===== src/shared/mtp_params.svh =====
// register codes, field positions, masks and reset values for the mmu support unit
`ifndef MTP_PARAMS_SVH
`define MTP_PARAMS_SVH

// register select codes carried on the slave instruction port
`define MTP_SEL_TABLE0   3'h0
`define MTP_SEL_TABLE1   3'h1
`define MTP_SEL_FAULT    3'h2
`define MTP_SEL_WATCH0   3'h3
`define MTP_SEL_WATCH1   3'h4
`define MTP_SEL_SKIP     3'h5

// table base alignment: low ten bits always zero
`define MTP_TABLE_MASK   32'hfffffc00

// watch point fields
`define MTP_WP_SPACE     31
`define MTP_WP_PHYS      30
`define MTP_WP_EXEC      29
`define MTP_WP_READ      28
`define MTP_WP_WRITE     27
`define MTP_WP_GATE      26
`define MTP_WP_COND_HI   30
`define MTP_WP_COND_LO   26
`define MTP_WP_MASK0     32'hfcffffff
`define MTP_WP_MASK1     32'hf8ffffff

// address field width and the fault register space bit
`define MTP_ADDR_W       24
`define MTP_FAULT_SPACE  31

// cycle type status codes of the cpu status bus
`define MTP_ST_SEQ_FETCH 3'h0
`define MTP_ST_NSQ_FETCH 3'h1
`define MTP_ST_OPERAND   3'h2
`define MTP_ST_RMW_READ  3'h3
`define MTP_ST_EA_READ   3'h4

// reset values
`define MTP_RST_WORD     32'h00000000
`define MTP_RST_COUNT    24'h000000

`endif


===== src/shared/mtp_pkg.sv =====
// types shared by the mmu support unit and its bench
package mtp_pkg;

   // one observed cpu memory access
   typedef struct packed {
      logic [23:0] vaddr;
      logic        vspace;
      logic [23:0] paddr;
      logic        mem_sys;
      logic        is_read;
      logic [2:0]  status;
   } mtp_access_t;

   // one slave load or store instruction
   typedef struct packed {
      logic        valid;
      logic        is_load;
      logic [2:0]  sel;
      logic [31:0] wdata;
   } mtp_cmd_t;

   // purge request to the translation buffer
   typedef struct packed {
      logic        one_valid;
      logic [23:0] one_addr;
      logic        one_space;
      logic        all_valid;
      logic        all_space;
   } mtp_purge_t;

endpackage : mtp_pkg


===== src/design/mtp_unit.sv =====
// mmu support registers: table bases, fault/purge address and breakpoint logic
//
// Summary of operation
// - table base registers always hold zero in their ten lowest bits
// - table bases are written by load and read by store slave instructions
// - reading fault register returns virtual address of latest translation error
// - writing fault register purges matching buffer entry, else nothing happens
// - translation error captures faulting address and its space bit
// - purge uses low 24 address bits and requires address and space match
// - loading a table base purges all entries of its address space
// - clearing translate enables leaves buffer entries untouched
// - watch point registers are 32 bits, implemented bits read and write
// - match address is bits 0 to 23 plus space bit 31
// - bits 24,25 absent; gate bit 26 exists only in watch point zero
// - watch point with condition bits 26 to 30 all zero never breaks
// - space bit compares address space when virtual, memory system bit when physical
// - physical select 0 compares virtual addresses, 1 compares translated addresses
// - execute break fires before instruction at its first byte address
// - read trigger breaks on data reads, never on instruction fetches
// - write trigger breaks on data writes and read phase of rmw
// - with gating on, met condition traps only when counter is zero
// - with gating on and counter nonzero, no trap, counter decrements
// - with gating off, watch point zero traps at once, counter untouched
// - skip counter is 32 bits with counter in low 24 bits
// - comparators active only with global enable; cleared by reset, trap, error
// - break pulses interrupt when action select 0, abort when 1
// - record triggering watch point; second one when both trigger together
`timescale 1ns/1ns
`include "mtp_params.svh"

module mtp_unit
   import mtp_pkg::*;
(
   // clock and reset
   input  wire logic        clk,
   input  wire logic        rst_n,
   // slave instruction port
   input  wire mtp_cmd_t    cmd,
   output logic [31:0]      rdata,
   output logic             rvalid,
   // observed cpu accesses
   input  wire logic        acc_valid,
   input  wire mtp_access_t acc,
   // translation error report from the walker
   input  wire logic        xlat_err,
   input  wire logic [23:0] xlat_err_addr,
   input  wire logic        xlat_err_space,
   // status and control bits held in the status register
   input  wire logic        brk_enable_load,
   input  wire logic        brk_enable_value,
   input  wire logic        trap_action_select,
   // translation buffer purge requests
   output mtp_purge_t       purge,
   // break outputs
   output logic             int_pulse,
   output logic             abort_pulse,
   output logic             breakpoint_global_enable,
   output logic             last_trigger_index,
   // table base values for the walker
   output logic [31:0]      space0_table_base,
   output logic [31:0]      space1_table_base
);

   // registers
   logic [31:0] space0_table_base_reg;
   logic [31:0] space1_table_base_reg;
   logic [31:0] fault_or_purge_address_reg;
   logic [31:0] watch_point_zero_reg;
   logic [31:0] watch_point_one_reg;
   logic [23:0] watch_skip_counter_reg;
   logic        brk_en_reg;
   logic        last_idx_reg;
   logic        int_reg;
   logic        abort_reg;
   logic [31:0] rdata_reg;
   logic        rvalid_reg;
   mtp_purge_t  purge_reg;

   // decoded strobes
   logic        wr_en;
   logic        rd_en;
   logic        hit0;
   logic        hit1;
   logic        gate_on;
   logic        count_zero;
   logic        trig0;
   logic        trig1;
   logic        trap;
   logic [31:0] rdata_next;

   // address and condition match for one watch point
   function automatic logic wp_match(input logic [31:0] wp, input mtp_access_t a);
      logic [23:0] cmp_addr;
      logic        cmp_space;
      logic        addr_hit;
      logic        fetch;
      logic        data_rd;
      logic        data_wr;
      logic        rmw_rd;
      cmp_addr  = wp[`MTP_WP_PHYS] ? a.paddr : a.vaddr;
      cmp_space = wp[`MTP_WP_PHYS] ? a.mem_sys : a.vspace;
      addr_hit  = (cmp_addr == wp[`MTP_ADDR_W-1:0]) && (cmp_space == wp[`MTP_WP_SPACE]);
      fetch     = a.is_read && ((a.status == `MTP_ST_SEQ_FETCH) ||
                                (a.status == `MTP_ST_NSQ_FETCH));
      data_rd   = a.is_read && ((a.status == `MTP_ST_OPERAND) ||
                                (a.status == `MTP_ST_EA_READ));
      data_wr   = !a.is_read && (a.status == `MTP_ST_OPERAND);
      rmw_rd    = a.is_read && (a.status == `MTP_ST_RMW_READ);
      // a zero condition field leaves every term below false
      wp_match  = addr_hit &&
                  ((wp[`MTP_WP_EXEC] && fetch) ||
                   (wp[`MTP_WP_READ] && data_rd) ||
                   (wp[`MTP_WP_WRITE] && (data_wr || rmw_rd)));
   endfunction : wp_match

   // slave instruction decode
   assign wr_en = cmd.valid && cmd.is_load;
   assign rd_en = cmd.valid && !cmd.is_load;

   // comparators see one access at a time and only while enabled
   assign hit0 = brk_en_reg && acc_valid && wp_match(watch_point_zero_reg, acc);
   assign hit1 = brk_en_reg && acc_valid && wp_match(watch_point_one_reg, acc);

   // skip counter gating applies to watch point zero only
   assign gate_on    = watch_point_zero_reg[`MTP_WP_GATE];
   assign count_zero = (watch_skip_counter_reg == `MTP_RST_COUNT);
   assign trig0      = hit0 && (!gate_on || count_zero);
   assign trig1      = hit1;
   assign trap       = trig0 || trig1;

   // table base registers, low bits forced to zero on every load
   always_ff @(posedge clk or negedge rst_n) begin
      if (!rst_n) begin
         space0_table_base_reg <= `MTP_RST_WORD;
         space1_table_base_reg <= `MTP_RST_WORD;
      end else if (wr_en) begin
         if (cmd.sel == `MTP_SEL_TABLE0) begin
            space0_table_base_reg <= cmd.wdata & `MTP_TABLE_MASK;
         end
         if (cmd.sel == `MTP_SEL_TABLE1) begin
            space1_table_base_reg <= cmd.wdata & `MTP_TABLE_MASK;
         end
      end
   end

   // fault address capture; a software write in the same cycle loses to the error
   always_ff @(posedge clk or negedge rst_n) begin
      if (!rst_n) begin
         fault_or_purge_address_reg <= `MTP_RST_WORD;
      end else if (xlat_err) begin
         fault_or_purge_address_reg <= {xlat_err_space, 7'h00, xlat_err_addr};
      end else if (wr_en && (cmd.sel == `MTP_SEL_FAULT)) begin
         fault_or_purge_address_reg <= {cmd.wdata[`MTP_FAULT_SPACE], 7'h00,
                                         cmd.wdata[`MTP_ADDR_W-1:0]};
      end
   end

   // purge requests: one cycle pulses toward the translation buffer
   // translate enables are not looked at here, so turning them off purges nothing
   always_ff @(posedge clk or negedge rst_n) begin
      if (!rst_n) begin
         purge_reg <= '0;
      end else begin
         purge_reg.one_valid <= wr_en && (cmd.sel == `MTP_SEL_FAULT);
         purge_reg.one_addr  <= cmd.wdata[`MTP_ADDR_W-1:0];
         purge_reg.one_space <= cmd.wdata[`MTP_FAULT_SPACE];
         purge_reg.all_valid <= wr_en && ((cmd.sel == `MTP_SEL_TABLE0) ||
                                          (cmd.sel == `MTP_SEL_TABLE1));
         purge_reg.all_space <= (cmd.sel == `MTP_SEL_TABLE1);
      end
   end

   // watch point registers keep only their implemented bits
   always_ff @(posedge clk or negedge rst_n) begin
      if (!rst_n) begin
         watch_point_zero_reg <= `MTP_RST_WORD;
         watch_point_one_reg  <= `MTP_RST_WORD;
      end else if (wr_en) begin
         if (cmd.sel == `MTP_SEL_WATCH0) begin
            watch_point_zero_reg <= cmd.wdata & `MTP_WP_MASK0;
         end
         if (cmd.sel == `MTP_SEL_WATCH1) begin
            watch_point_one_reg <= cmd.wdata & `MTP_WP_MASK1;
         end
      end
   end

   // skip counter; a software load takes priority over a decrement
   always_ff @(posedge clk or negedge rst_n) begin
      if (!rst_n) begin
         watch_skip_counter_reg <= `MTP_RST_COUNT;
      end else if (wr_en && (cmd.sel == `MTP_SEL_SKIP)) begin
         watch_skip_counter_reg <= cmd.wdata[`MTP_ADDR_W-1:0];
      end else if (hit0 && gate_on && !count_zero) begin
         watch_skip_counter_reg <= watch_skip_counter_reg - 24'h000001;
      end
   end

   // global enable: cleared on any trap or error, which win over a load
   always_ff @(posedge clk or negedge rst_n) begin
      if (!rst_n) begin
         brk_en_reg <= 1'b0;
      end else if (trap || xlat_err) begin
         brk_en_reg <= 1'b0;
      end else if (brk_enable_load) begin
         brk_en_reg <= brk_enable_value;
      end
   end

   // trap index and action pulses
   always_ff @(posedge clk or negedge rst_n) begin
      if (!rst_n) begin
         last_idx_reg <= 1'b0;
         int_reg      <= 1'b0;
         abort_reg    <= 1'b0;
      end else begin
         if (trap) begin
            last_idx_reg <= trig1;
         end
         int_reg   <= trap && !trap_action_select;
         abort_reg <= trap && trap_action_select;
      end
   end

   // store instruction readback mux
   always_comb begin
      case (cmd.sel)
         `MTP_SEL_TABLE0: rdata_next = space0_table_base_reg;
         `MTP_SEL_TABLE1: rdata_next = space1_table_base_reg;
         `MTP_SEL_FAULT:  rdata_next = fault_or_purge_address_reg;
         `MTP_SEL_WATCH0: rdata_next = watch_point_zero_reg;
         `MTP_SEL_WATCH1: rdata_next = watch_point_one_reg;
         `MTP_SEL_SKIP:   rdata_next = {8'h00, watch_skip_counter_reg};
         default:         rdata_next = `MTP_RST_WORD;
      endcase
   end

   // read data is registered so the port comes from a flip-flop
   always_ff @(posedge clk or negedge rst_n) begin
      if (!rst_n) begin
         rdata_reg  <= `MTP_RST_WORD;
         rvalid_reg <= 1'b0;
      end else begin
         rvalid_reg <= rd_en;
         if (rd_en) begin
            rdata_reg <= rdata_next;
         end
      end
   end

   // outputs
   assign rdata                    = rdata_reg;
   assign rvalid                   = rvalid_reg;
   assign purge                    = purge_reg;
   assign int_pulse                = int_reg;
   assign abort_pulse              = abort_reg;
   assign breakpoint_global_enable = brk_en_reg;
   assign last_trigger_index       = last_idx_reg;
   assign space0_table_base        = space0_table_base_reg;
   assign space1_table_base        = space1_table_base_reg;

endmodule : mtp_unit


===== config.mk =====
export PLATFORM = sky130hd
export DESIGN_NAME = mtp_unit
export DESIGN_NICKNAME = d
export VERILOG_FILES = /design/src/shared/mtp_pkg.sv /design/src/design/mtp_unit.sv
export VERILOG_INCLUDE_DIRS = /design/src /design/src/shared
export SDC_FILE = /design/constraint.sdc
export NUM_CORES = 1
export LEC_CHECK = 0
export BUFFER_PORTS_ARGS = -buffer_cell sky130_fd_sc_hd__buf_2
export CAP_MARGIN = 25
export CORE_ASPECT_RATIO = 0.6
export CORE_MARGIN = 5
export CORE_UTILIZATION = 55
export DETAILED_ROUTE_END_ITERATION = 10
export GPL_TIMING_DRIVEN = 0
export PLACE_DENSITY = 0.88
export SLEW_MARGIN = 40
export SYNTH_ARGS = -nofsm -noshare
export SYNTH_HDL_FRONTEND = slang
export SYNTH_SLANG_ARGS = --single-unit

===== constraint.sdc =====
create_clock -name clk -period 2.9 [get_ports clk]
set_input_delay 0.435 -clock clk [delete_from_list [all_inputs] [get_ports clk]]
set_output_delay 0.435 -clock clk [all_outputs]
set_load 0.03 [all_outputs]

# [After elaboration in Yosys (flattened, before gate mapping)]
# Cells that the tools add are included.
[totals] reg_bits=224 inputBits=123 output_inout_bits=129
[op_classes] addsub=1 eq_ne=13 muxes=11 reduce_logical=53
[op_table] op="one-hot mux 32 bit (6 select lines)" n=1
[op_table] op="2-to-1 mux 24 bit" n=4
[op_table] op="2-to-1 mux 32 bit" n=2
[op_table] op="== test 24 bit" n=2
[op_table] op="logical AND 1 bit" n=27
[op_table] op="zero test 24 bit" n=1
[op_table] op="subtractor 24 x 1 -> 24 bit, second input constant" n=1
[op_table] op="== test 3 x 2 -> 1 bit, second input constant" n=4
[op_table] op="logical OR 1 bit" n=11
[op_table] op="== test 3 bit, second input constant" n=3
[op_table] op="AND reduction 2 bit" n=4
[op_table] op="== test 3 x 1 -> 1 bit, second input constant" n=2
[op_table] op="zero test 3 bit" n=2
[op_table] op="nonzero test 2 bit" n=3
[op_table] op="zero test 1 bit" n=5
[op_table] op="2-to-1 mux 1 bit" n=4
[op_table] op="== test 1 bit" n=2

# [Longest topological paths before layout]
# Gate-level depths: netlist of the first run.
[depth] word_depth=12 mapped_depth=10

# [Worst setup path after synthesis of the first run]
# Ideal clock, no wire load.
[synth_path] path_type="flip-flop to flip-flop" startpoint="reg watch_skip_counter_reg[0]" endpoint="reg watch_skip_counter_reg[3]" t_arrival_ns=2.188 t_required_ns=2.776 slack_ns=0.588 path_stages_with_launch=9 period_less_slack_ns=2.312 path_cell_list="dfrtp_1 inv_1 ha_1 or4b_2 nor3_1 a31oi_1 clkbuf_1 and4_1 o31a_1"
[synth_via] elab_chain_cells=4 word_cells_on_any_way=7
[synth_rtl] element="from (decl)" line_no="mtp_unit.sv:70" rtl="logic [23:0] watch_skip_counter_reg;"
[synth_rtl] element="from (signal assigned)" line_no="mtp_unit.sv:191" rtl="watch_skip_counter_reg <= `MTP_RST_COUNT;"
[synth_rtl] element="from (signal assigned)" line_no="mtp_unit.sv:193" rtl="watch_skip_counter_reg <= cmd.wdata[`MTP_ADDR_W-1:0];"
[synth_rtl] element="from (signal assigned)" line_no="mtp_unit.sv:195" rtl="watch_skip_counter_reg <= watch_skip_counter_reg - 24'h000001;"
[synth_rtl] element="branches (longest 4 deep; another with subtractor 24 x 1 -> 24 bit)"
# Parallel ways; which one is timed is not known. The select of a mux whose other input is x is not followed.
# A chain may end at the register's enable or synchronous reset.

# [Worst setup path in the final report of the first run]
[layout_path] startpoint="reg watch_point_one_reg[30]" endpoint="reg abort_reg (netlist: abort_pulse)"
[layout_via] elab_chain_cells=7 word_cells_on_any_way=9
[layout_rtl] element="from (decl)" line_no="mtp_unit.sv:69" rtl="logic [31:0] watch_point_one_reg;"
[layout_rtl] element="from (signal assigned)" line_no="mtp_unit.sv:177" rtl="watch_point_one_reg <= `MTP_RST_WORD;"
[layout_rtl] element="from (signal assigned)" line_no="mtp_unit.sv:183" rtl="watch_point_one_reg <= cmd.wdata & `MTP_WP_MASK1;"
[layout_rtl] element="2-to-1 mux 24 bit / 2-to-1 mux 1 bit (equally long branches)" line_no="mtp_unit.sv:100, mtp_unit.sv:101"
[layout_rtl] element="== test 24 bit / == test 1 bit (equally long branches)" line_no="mtp_unit.sv:102" rtl="addr_hit = (cmp_addr == wp[`MTP_ADDR_W-1:0]) && (cmp_space == wp[`MTP_WP_SPACE]);"
[layout_rtl] element="logical AND 1 bit (*)" line_no="mtp_unit.sv:102"
[layout_rtl] element="logical AND 1 bit (*)" line_no="mtp_unit.sv:110" rtl="wp_match = addr_hit &&"
[layout_rtl] element="logical AND 1 bit (*)" line_no="mtp_unit.sv:122" rtl="assign hit1 = brk_en_reg && acc_valid && wp_match(watch_point_one_reg, acc);"
[layout_rtl] element="logical OR 1 bit (*)" line_no="mtp_unit.sv:129" rtl="assign trap = trig0 || trig1;"
[layout_rtl] element="logical AND 1 bit (*)" line_no="mtp_unit.sv:221" rtl="abort_reg <= trap && trap_action_select;"
[layout_rtl] element="to (signal assigned)" line_no="mtp_unit.sv:221"
[layout_rtl] element="to (decl)" line_no="mtp_unit.sv:74" rtl="logic abort_reg;"
# Mark *: on every way between the ends. The rest lies on a longest branch, timed or not.

==> run summary, run 1 <==
Outcome = finished, final reports clean
CP required = 3330 ps
First-pass GRT wire length = 58700 µm
Routed length per instance = 25.9 µm
Synth Area in Compound Gates = 0.0934
Clock sinks = 217
N_diodes = 0
Area of the multi-input gates = 5480 µm²
Synthesized area = 11200 µm²
Area after DPL = 12900 µm²
Port Buf Inserts = 229
Synth Area in Adders = 0.00222
# DRC = 0
Synth Area in Simple Gates = 0.109
Most numerous cell in the Yosys netlist = dfrtp_1
Drt first-iter violations = 905
Yosys warning total = 0
Grt ovf = 0
Pin count of the biggest net entering global routing = 76
Vias after detailed routing = 9515
1st-pass router iterations = 7
WHS Endpoint = int_pulse
Post-synth EDFFs = 0
Die width = 195 µm
Initial antenna violation count = 0
Total CTS buffers = 21
Period utilization = 0.971
Tightest Hold Check Type = primary input to flop
Total GRT Usage = 0.328
Final Max Slew Viols = 0
#FFs+latches synth = 217
Setup violators final = 0
R2R depth = 9
Max-cap violations = 0
R2R Path End = abort_pulse
Root buf cell = clkbuf_16
Clock-pin slew on the worst setup and hold paths = 70 ps
Nets = 1371
Vias in the first global route = 9501
GP Congestion = 0.991
Max FO, Critical Path = 10
Vias/cell = 6.21
Synth area leader = dfrtp_1
Post-synthesis area per instance = 11.6 µm²
Fin crit period = 2820 ps
Ranking of synthesized cells by area = dfrtp_1 (48%), mux2_2 (12%), mux2i_1 (8.5%), xnor2_1 (5.4%), nand2_1 (2.3%)
Main combinational cell family by area after synthesis = multiplexers
Leak pwr = 6.03 nW
Hold depth = 2
CTS tree = done
RSZ-0062 raised after global routing = no
Die area = 23500 µm²
Clk_skew = 19.0 ps
Synth unique cells = 68
Most frequent cells after synthesis = dfrtp_1 (217), mux2_2 (115), mux2i_1 (95)
Fmax = 355 MHz
Hold slack = 101 ps
P per Cell Area = 706 nW/µm²
Asr flop ratio synth = 1.00
Peak VDD IR = 465 µV
FF/Latch Area = 5430 µm²
Slew headroom = 0.362
Top cell type's share of synthesized area = 0.483
Largest register FFs = 32
FF-to-FF Start = watch_point_one_reg[30]
Kind of critical path = flop to flop
Final Cell Area = 13700 µm²
Final Hold Viols = 0
Fillers = 1539
Xor/xnor share of the synthesized area = 0.0545
Initial Utilization = 0.560
# IOs = 252
Antenna viol nets, final = 0
Clk buf depth = 3
Setup bufs post-CTS = 0
Crit. Startpoint = watch_point_one_reg[30]
Hold_sp = trap_action_select
Endpoint class of the critical path = flop
Main synth FF type = dfrtp_1
Post-Route WL = 39700 µm
Clk Latency, worst-skew pair = 510 ps
Die H = 121 µm
H-tree depth = 1
Core Region = 20100 µm²
Mapped Cells = 970
WP data arrival = 3240 ps
Final HPWL DP = 30200 µm
Number of core rows = 40
Slew @ Worst Pin = 958 ps
Multiplexer area fraction after synthesis = 0.217
Share of cells above drive strength 1 = 0.369
Startpoint Class = flop
Seq/Total Area, Yosys = 0.483
FF-to-FF setup slack = 80 ps
Layout area overhead = 21.4%
area by class of cell:
type	instances	area share
buffer	79	0.0317
timing repair buffer	235	0.0925
multi-input combinational	681	0.401
tap	273	0.0250
sequential	217	0.398
clock buffer	28	0.0426
inverter	11	0.00302
clock inverter	7	0.00641
cell families (layout without fill, tap and decap cells):
| family | count (synthesis) | in the layout |
|---|---|---|
| xor gates and xnor gates | 70 | 70 |
| buffers and inverters | 91 | 360 |
| and+or+nand+nor | 215 | 215 |
| AOI/OAI and AO/OA | 154 | 154 |
| muxes | 220 | 220 |
| other | 1 | 20 |
| DFF | 217 | 217 |
| adders and majority gates | 2 | 2 |
power by group:
| group | leakage (nW) | switching, W | internal, W |
|---|---|---|---|
| Sequential | 2.65 | 0.000531 | 0.00354 |
| Combinational | 3.06 | 0.00168 | 0.00113 |
| Clock | 0.329 | 0.00118 | 0.00158 |
| Total | 6.03 | 0.00339 | 0.00626 |
metal layers:
layer / global-route usage / wire length (µm) / vias to the layer above
li1: - / - / 4033
met1: 0.475 / 16400 / 4716
met2: 0.472 / 16600 / 688
met3: 0.127 / 5930 / 78
met4: 0.0680 / 819 / 0
met5: 0 / 0 / -
repair_timing:
action | in CTS | in global routing
pin swaps | 0 | 2
hold endpoints to repair | 68 | 0
hold buffers | 1 | 0
setup endpoints to repair | 4 | 16
gates resized for setup | 6 | 11
cells in the final DEF, fill, tap and decap left out, drive strengths merged, types with 11 or more instances in the layout:
| master | count |
|---|---|
| a221oi | 13 |
| a22oi | 19 |
| buf | 273 |
| clkbuf | 68 |
| conb | 20 |
| dfrtp | 217 |
| mux2 | 118 |
| mux2i | 95 |
| nand2 | 69 |
| nor2 | 42 |
| nor3 | 24 |
| nor4 | 17 |
| o21a | 12 |
| o21ai | 54 |
| o221ai | 11 |
| xnor2 | 69 |
critical path, stage by stage (launching register included):
cell and delay (ps):
dfrtp_1 330, clkbuf_4 270, buf_6 260, mux2i_1 340, xnor2_1 210, nor4_2 440, nand3_1 250, nor3_4 410
nor2_1 120, nor2b_1 110
how the worst max path moves through the flow:
stage,endpoint,slack (ps),depth (start not counted)
6_report,abort_pulse,80,9
4_1_cts,abort_pulse,50,10
5_1_grt,int_pulse,6,9
3_5_place_dp,abort_pulse,-550,9
3_3_place_gp,purge[24],-2270,1
2_1_floorplan,watch_skip_counter_reg[3],590,8
per-stage QoR:
step | std cells | setup TNS, ps | worst slack [ps] | util | power, W
finish | 1531 | 0 | 82.9 | 0.681 | 0.00965
global route | 1531 | 0 | 5.98 | 0.681 | 0.00996
CTS | 1530 | 0 | 51.7 | 0.678 | 0.00956
detailed placement | 1494 | -8530 | -548 | 0.643 | 0.00682
global placement | 1491 | -492260 | -2270 | 0.638 | 0.00672
floorplan | 989 | 0 | 588 | - | 0.00578
Power figures use the tool's default switching activity.
==> run 2: changes to the inputs <==
PLACE_DENSITY = 0.81   (was 0.88)
==> run 2 against run 1 <==
  * Sequential share of layout area about the same
  * Power grew 0.22%
  * Final area increased by 0.11%
  * Critical path depth increased by 2
  * Highest routed layer is now met5
  * Clock-buffer cell count up 1
  * Via count rose by 1.7%
  * Flip-flop and latch count stayed put
  * Final cell count rose by 0.26%
==> run summary, run 2 (synthesis results as in run 1) <==
1st-pass router iterations = 6
Area after DPL = 12900 µm²
Nets = 1371
H-tree depth = 1
Core Region = 20100 µm²
Tightest Hold Check Type = primary input to flop
Initial antenna violation count = 2
Most frequent cells in the layout = buf_2 (237), dfrtp_1 (217), mux2_2 (115)
Kind of critical path = flop to flop
Period utilization = 0.965
Power Total = 0.00967 W
Die width = 195 µm
Max-cap violations = 0
Clk buf depth = 3
Sw frac = 0.353
Clk_skew = 21.6 ps
Port Buf Inserts = 229
Largest register FFs = 32
Hold depth = 2
First-pass GRT wire length = 59000 µm
Peak VDD IR = 446 µV
Share of cells above drive strength 1 = 0.370
Combinational fraction of design power = 0.289
Fmax = 357 MHz
GP Congestion = 0.992
Antenna viol nets, final = 0
Final HPWL DP = 30000 µm
Setup violators final = 0
Layout area overhead = 21.6%
Cell-internal power = 0.00625 W
Switch Pwr = 0.00342 W
Vias after detailed routing = 9676
Number of core rows = 40
Flop pwr share = 0.423
RSZ-0062 raised after global routing = no
Final Hold Viols = 0
Worst path cell trace = buf_6 -> buf_6 -> mux2i_1 -> xnor2_1 -> nor4_2 -> buf_4 -> nand4_1 -> buf_8 -> nor2_2 -> a31oi_1 -> o31a_1
R2R depth = 11
# IOs = 252
Die H = 121 µm
Total CTS buffers = 21
Clk pwr share = 0.289
Final Max Slew Viols = 0
Leak pwr = 6.03 nW
Slew @ Worst Pin = 965 ps
Grt ovf = 0
Final Cell Area = 13700 µm²
Drt first-iter violations = 1354
Routed length per instance = 26.1 µm
CTS tree = done
Startpoint Class = flop
P per Cell Area = 707 nW/µm²
# DRC = 0
Vias in the first global route = 9390
DP Cell Count = 1494
Endpoint class of the critical path = flop
Clock sinks = 217
CP max stage delay = 340 ps
WP data arrival = 3180 ps
Initial Utilization = 0.560
Hold slack = 89.1 ps
Clock-pin slew on the worst setup and hold paths = 70 ps
Die area = 23500 µm²
Max FO, Critical Path = 10
Fin crit period = 2800 ps
Most common cell after layout, fill and taps aside = buf_2
Non-filler cells in the finished layout = 1535
Total GRT Usage = 0.330
Fin util = 0.681
Slew headroom = 0.357
Crit-path most repeated cell = buf_6
Clk Latency, worst-skew pair = 510 ps
Post-Route WL = 40000 µm
Worst path slowest cell = dfrtp_1
Pin count of the biggest net entering global routing = 72
CP required = 3280 ps
Vias/cell = 6.30
Outcome = finished, final reports clean
Root buf cell = clkbuf_16
==> run 2: cell count changes in the layout (fill, tap and decap cells not counted), sizes merged <==
cell,previous run,this run
buf,273,274
bufinv,2,1
clkinvlp,1,3
diode,0,1
inv,10,11
==> run 2: cell type report <==
type | instances | area [µm²]
tap | 273 | 342
fill | 1534 | 6390
timing repair buffer | 234 | 1260
multi-input combinational | 681 | 5480
inverter | 11 | 41.3
antenna | 1 | 2.50
sequential | 217 | 5430
buffer | 80 | 427
clock inverter | 9 | 81.3
clock buffer | 29 | 616
==> run 2: path summary, 6_finish.rpt <==
path | start | endpoint | slack (ps)
worst max-delay path | watch_point_zero_reg[30] | watch_skip_counter_reg[3] | 100
worst min-delay path | trap_action_select | int_pulse | 90
worst max register to register | watch_point_zero_reg[30] | watch_skip_counter_reg[3] | 100
worst min register to register | rdata[24] | rdata[24] | 470
max in group asynchronous | rst_n | fault_or_purge_address_reg[21] | 1600
min in group asynchronous | rst_n | purge[7] | 320
==> run 2: worst max-delay path: cells and delay by family (launching register included) <==
kind	cells	cell delay [ps]
compound gates	2	390
buf+inv	4	820
flops	1	340
mux	1	300
xor+xnor	1	120
simple gates	3	690
==> run 2: power by group through the flow <==
stage	Clock, W	Combinational, W	Sequential [W]
6_report	0.00279	0.00279	0.00409
5_1_grt	0.00294	0.00294	0.00413
4_1_cts	0.00281	0.00272	0.00406
3_5_place_dp	0	0.00270	0.00410
3_3_place_gp	0	0.00263	0.00408
2_1_floorplan	0	0.00139	0.00439
==> run 2: what timing repair did <==
action,in CTS,in global routing
endpoints found under the hold margin,11,0
gates resized for setup,4,9
pin swaps,0,1
buffers inserted,0,1
setup endpoints to repair,4,12
hold buffers,1,0
==> run 2: per-layer routing <==
metal	up-vias	share of wire	track usage
li1	4036	-	-
met1	4799	0.41	0.494
met2	724	0.42	0.468
met3	115	0.14	0.105
met4	2	0.030	0.0764
met5	-	0.00033	0
==> run 2: per-stage QoR <==
| stage | setup slack [ps] | setup TNS [ps] |
|---|---|---|
| CTS | 10.9 | 0 |
| floorplan | 588 | 0 |
| finish | 102 | 0 |
| detailed placement | -417 | -6300 |
| global route | 8.98 | 0 |
| global placement | -2320 | -500890 |
==> run 3: changes to the inputs <==
--- a/config.mk
+++ b/config.mk
@@ -16,2 +16,3 @@
 export PLACE_DENSITY = 0.81
+export SKIP_LAST_GASP = 1
 export SLEW_MARGIN = 40
==> constraint.sdc (replaced) <==
create_clock -name clk -period 2.9 [get_ports clk]
set_input_delay 0.87 -clock clk [delete_from_list [all_inputs] [get_ports clk]]
set_output_delay 0.87 -clock clk [all_outputs]
set_load 0.03 [all_outputs]
==> run 3 against run 2 <==
  * The flow now finishes with violations (negative setup slack)
  * Flip-flop and latch count did not move
  * Clock power barely moved
  * Combinational power barely moved
  * Worst setup slack got worse by 130 ps
  * Largest cell class unchanged
  * Largest power group unchanged
==> run summary, run 3 (synthesis results as in run 1) <==
Outcome = finished, violations left
Failing checks = negative setup slack
Final Max Slew Viols = 0
Grt ovf = 0
WP data arrival = 3360 ps
Final HPWL DP = 30000 µm
Most frequent cells in the layout = buf_2 (237), dfrtp_1 (217), mux2_2 (115)
Worst Slack Setup Final = -29.8 ps
CP required = 3330 ps
Most common cell after layout, fill and taps aside = buf_2
Fin crit period = 2930 ps
Die H = 121 µm
Vias after detailed routing = 9652
Die width = 195 µm
Period utilization = 1.01
Nets = 1370
Slew headroom = 0.375
Total CTS buffers = 21
Largest register FFs = 32
Final Cell Area = 13700 µm²
Clk_skew = 25.7 ps
Worst path slowest cell = nor4_1
Tightest Hold Check Type = primary input to asynchronous set/reset pin
Port Buf Inserts = 229
Routed length per instance = 26.1 µm
Vias in the first global route = 9398
Pin count of the biggest net entering global routing = 72
Endpoint class of the critical path = flop
Clk Latency, worst-skew pair = 520 ps
Max-cap violations = 0
Kind of critical path = flop to flop
Number of core rows = 40
Worst path cell trace = buf_2 -> buf_4 -> mux2i_1 -> xnor2_1 -> nor4_1 -> nand3_1 -> nor3_4 -> nor2_1 -> nor2b_1
P per Cell Area = 708 nW/µm²
# IOs = 252
Hold_buf cts = 0
Die area = 23500 µm²
Setup TNS after final layout = -29.8 ps
Clock-pin slew on the worst setup and hold paths = 70 ps
Pre-CTS setup slack = -806 ps
Fillers = 1533
Drt first-iter violations = 1295
Vias/cell = 6.29
H-tree depth = 1
Setup violators final = 1
Startpoint Class = flop
Post-Route WL = 40100 µm
Root buf cell = clkbuf_16
FF/Latch Area = 5430 µm²
CP max stage delay = 510 ps
Top delay family on crit path = simple AND/OR/NAND/NOR gates
Clk buf depth = 3
Fmax = 341 MHz
Total GRT Usage = 0.330
Max FO, Critical Path = 10
WP buf/inv = 2
RSZ-0062 raised after global routing = no
Peak VDD IR = 447 µV
First-pass GRT wire length = 59000 µm
Clock sinks = 217
# DRC = 0
1st-pass router iterations = 8
Initial Utilization = 0.560
Area of the multi-input gates = 5480 µm²
Core Region = 20100 µm²
CTS tree = done
GP Congestion = 0.992
Area after DPL = 12900 µm²
Share of cells above drive strength 1 = 0.375
Initial antenna violation count = 2
Final Hold Viols = 0
Slew @ Worst Pin = 937 ps
Layout area overhead = 21.5%
Leak pwr = 6.04 nW
Antenna viol nets, final = 0
run 3: changes by cell type in the layout (fill, tap and decap cells not counted), sizes merged:
| cell | change |
|---|---|
| diode | +1 |
| clkbuf | +2 |
| buf | -2 |
| dlygate4sd3 | -1 |
run 3: layout make-up:
type                            instances  share of cell area
Inverter                               11             0.00302
Tap cell                              273              0.0250
Buffer                                 80              0.0316
Multi-Input combinational cell        681               0.401
Sequential cell                       217               0.397
Antenna cell                            2            0.000366
Clock buffer                           29              0.0450
Clock inverter                          9             0.00595
Timing Repair Buffer                  233              0.0912
run 3: worst reg2reg max path: stages, from the launching register on:
cell	delay, ps
dfrtp_1	330
buf_2	290
buf_4	340
mux2i_1	390
xnor2_1	150
nor4_1	510
nand3_1	250
nor3_4	350
nor2_1	120
nor2b_1	120
run 3: layer usage:
metal / track usage / share of wire
met1: 0.494 / 0.41
met2: 0.467 / 0.42
met3: 0.105 / 0.14
met4: 0.0790 / 0.030
met5: 0 / 0.00032
run 3: stage by stage:
step	power [W]	hold WS [ps]	util	cells
6_report	0.00968	158	0.681	1535
5_1_grt	0.0100	161	0.681	1534
4_1_cts	0.00958	156	0.679	1532
3_5_place_dp	0.00680	465	0.643	1494
3_3_place_gp	0.00671	457	0.638	1491
2_1_floorplan	0.00578	496	-	989
run 3: worst paths after layout:
kind / start / to / slack (ps) / cells past startpoint
max: watch_point_one_reg[30] / abort_pulse / -30 / 9
min: rst_n / purge[7] / 160 / 1
max reg2reg: watch_point_one_reg[30] / abort_pulse / -30 / 9
min reg2reg: rdata[24] / rdata[24] / 470 / 2
max in group asynchronous: rst_n / fault_or_purge_address_reg[21] / 1760 / 3
min in group clk: rdata[24] / rdata[24] / 470 / 2
run 3: where the power goes:
part | switching (W) | total [W] | internal (W)
clock network | 0.00122 | 0.00281 | 0.00158
logic | 0.00166 | 0.00279 | 0.00113
registers | 0.000546 | 0.00409 | 0.00354
run 3: repair_timing:
item | in CTS | in global routing
setup buffers | 0 | 1
gates resized for setup | 7 | 12
endpoints found under the setup margin | 35 | 31
cloned | 0 | 0
pin swaps | 0 | 1
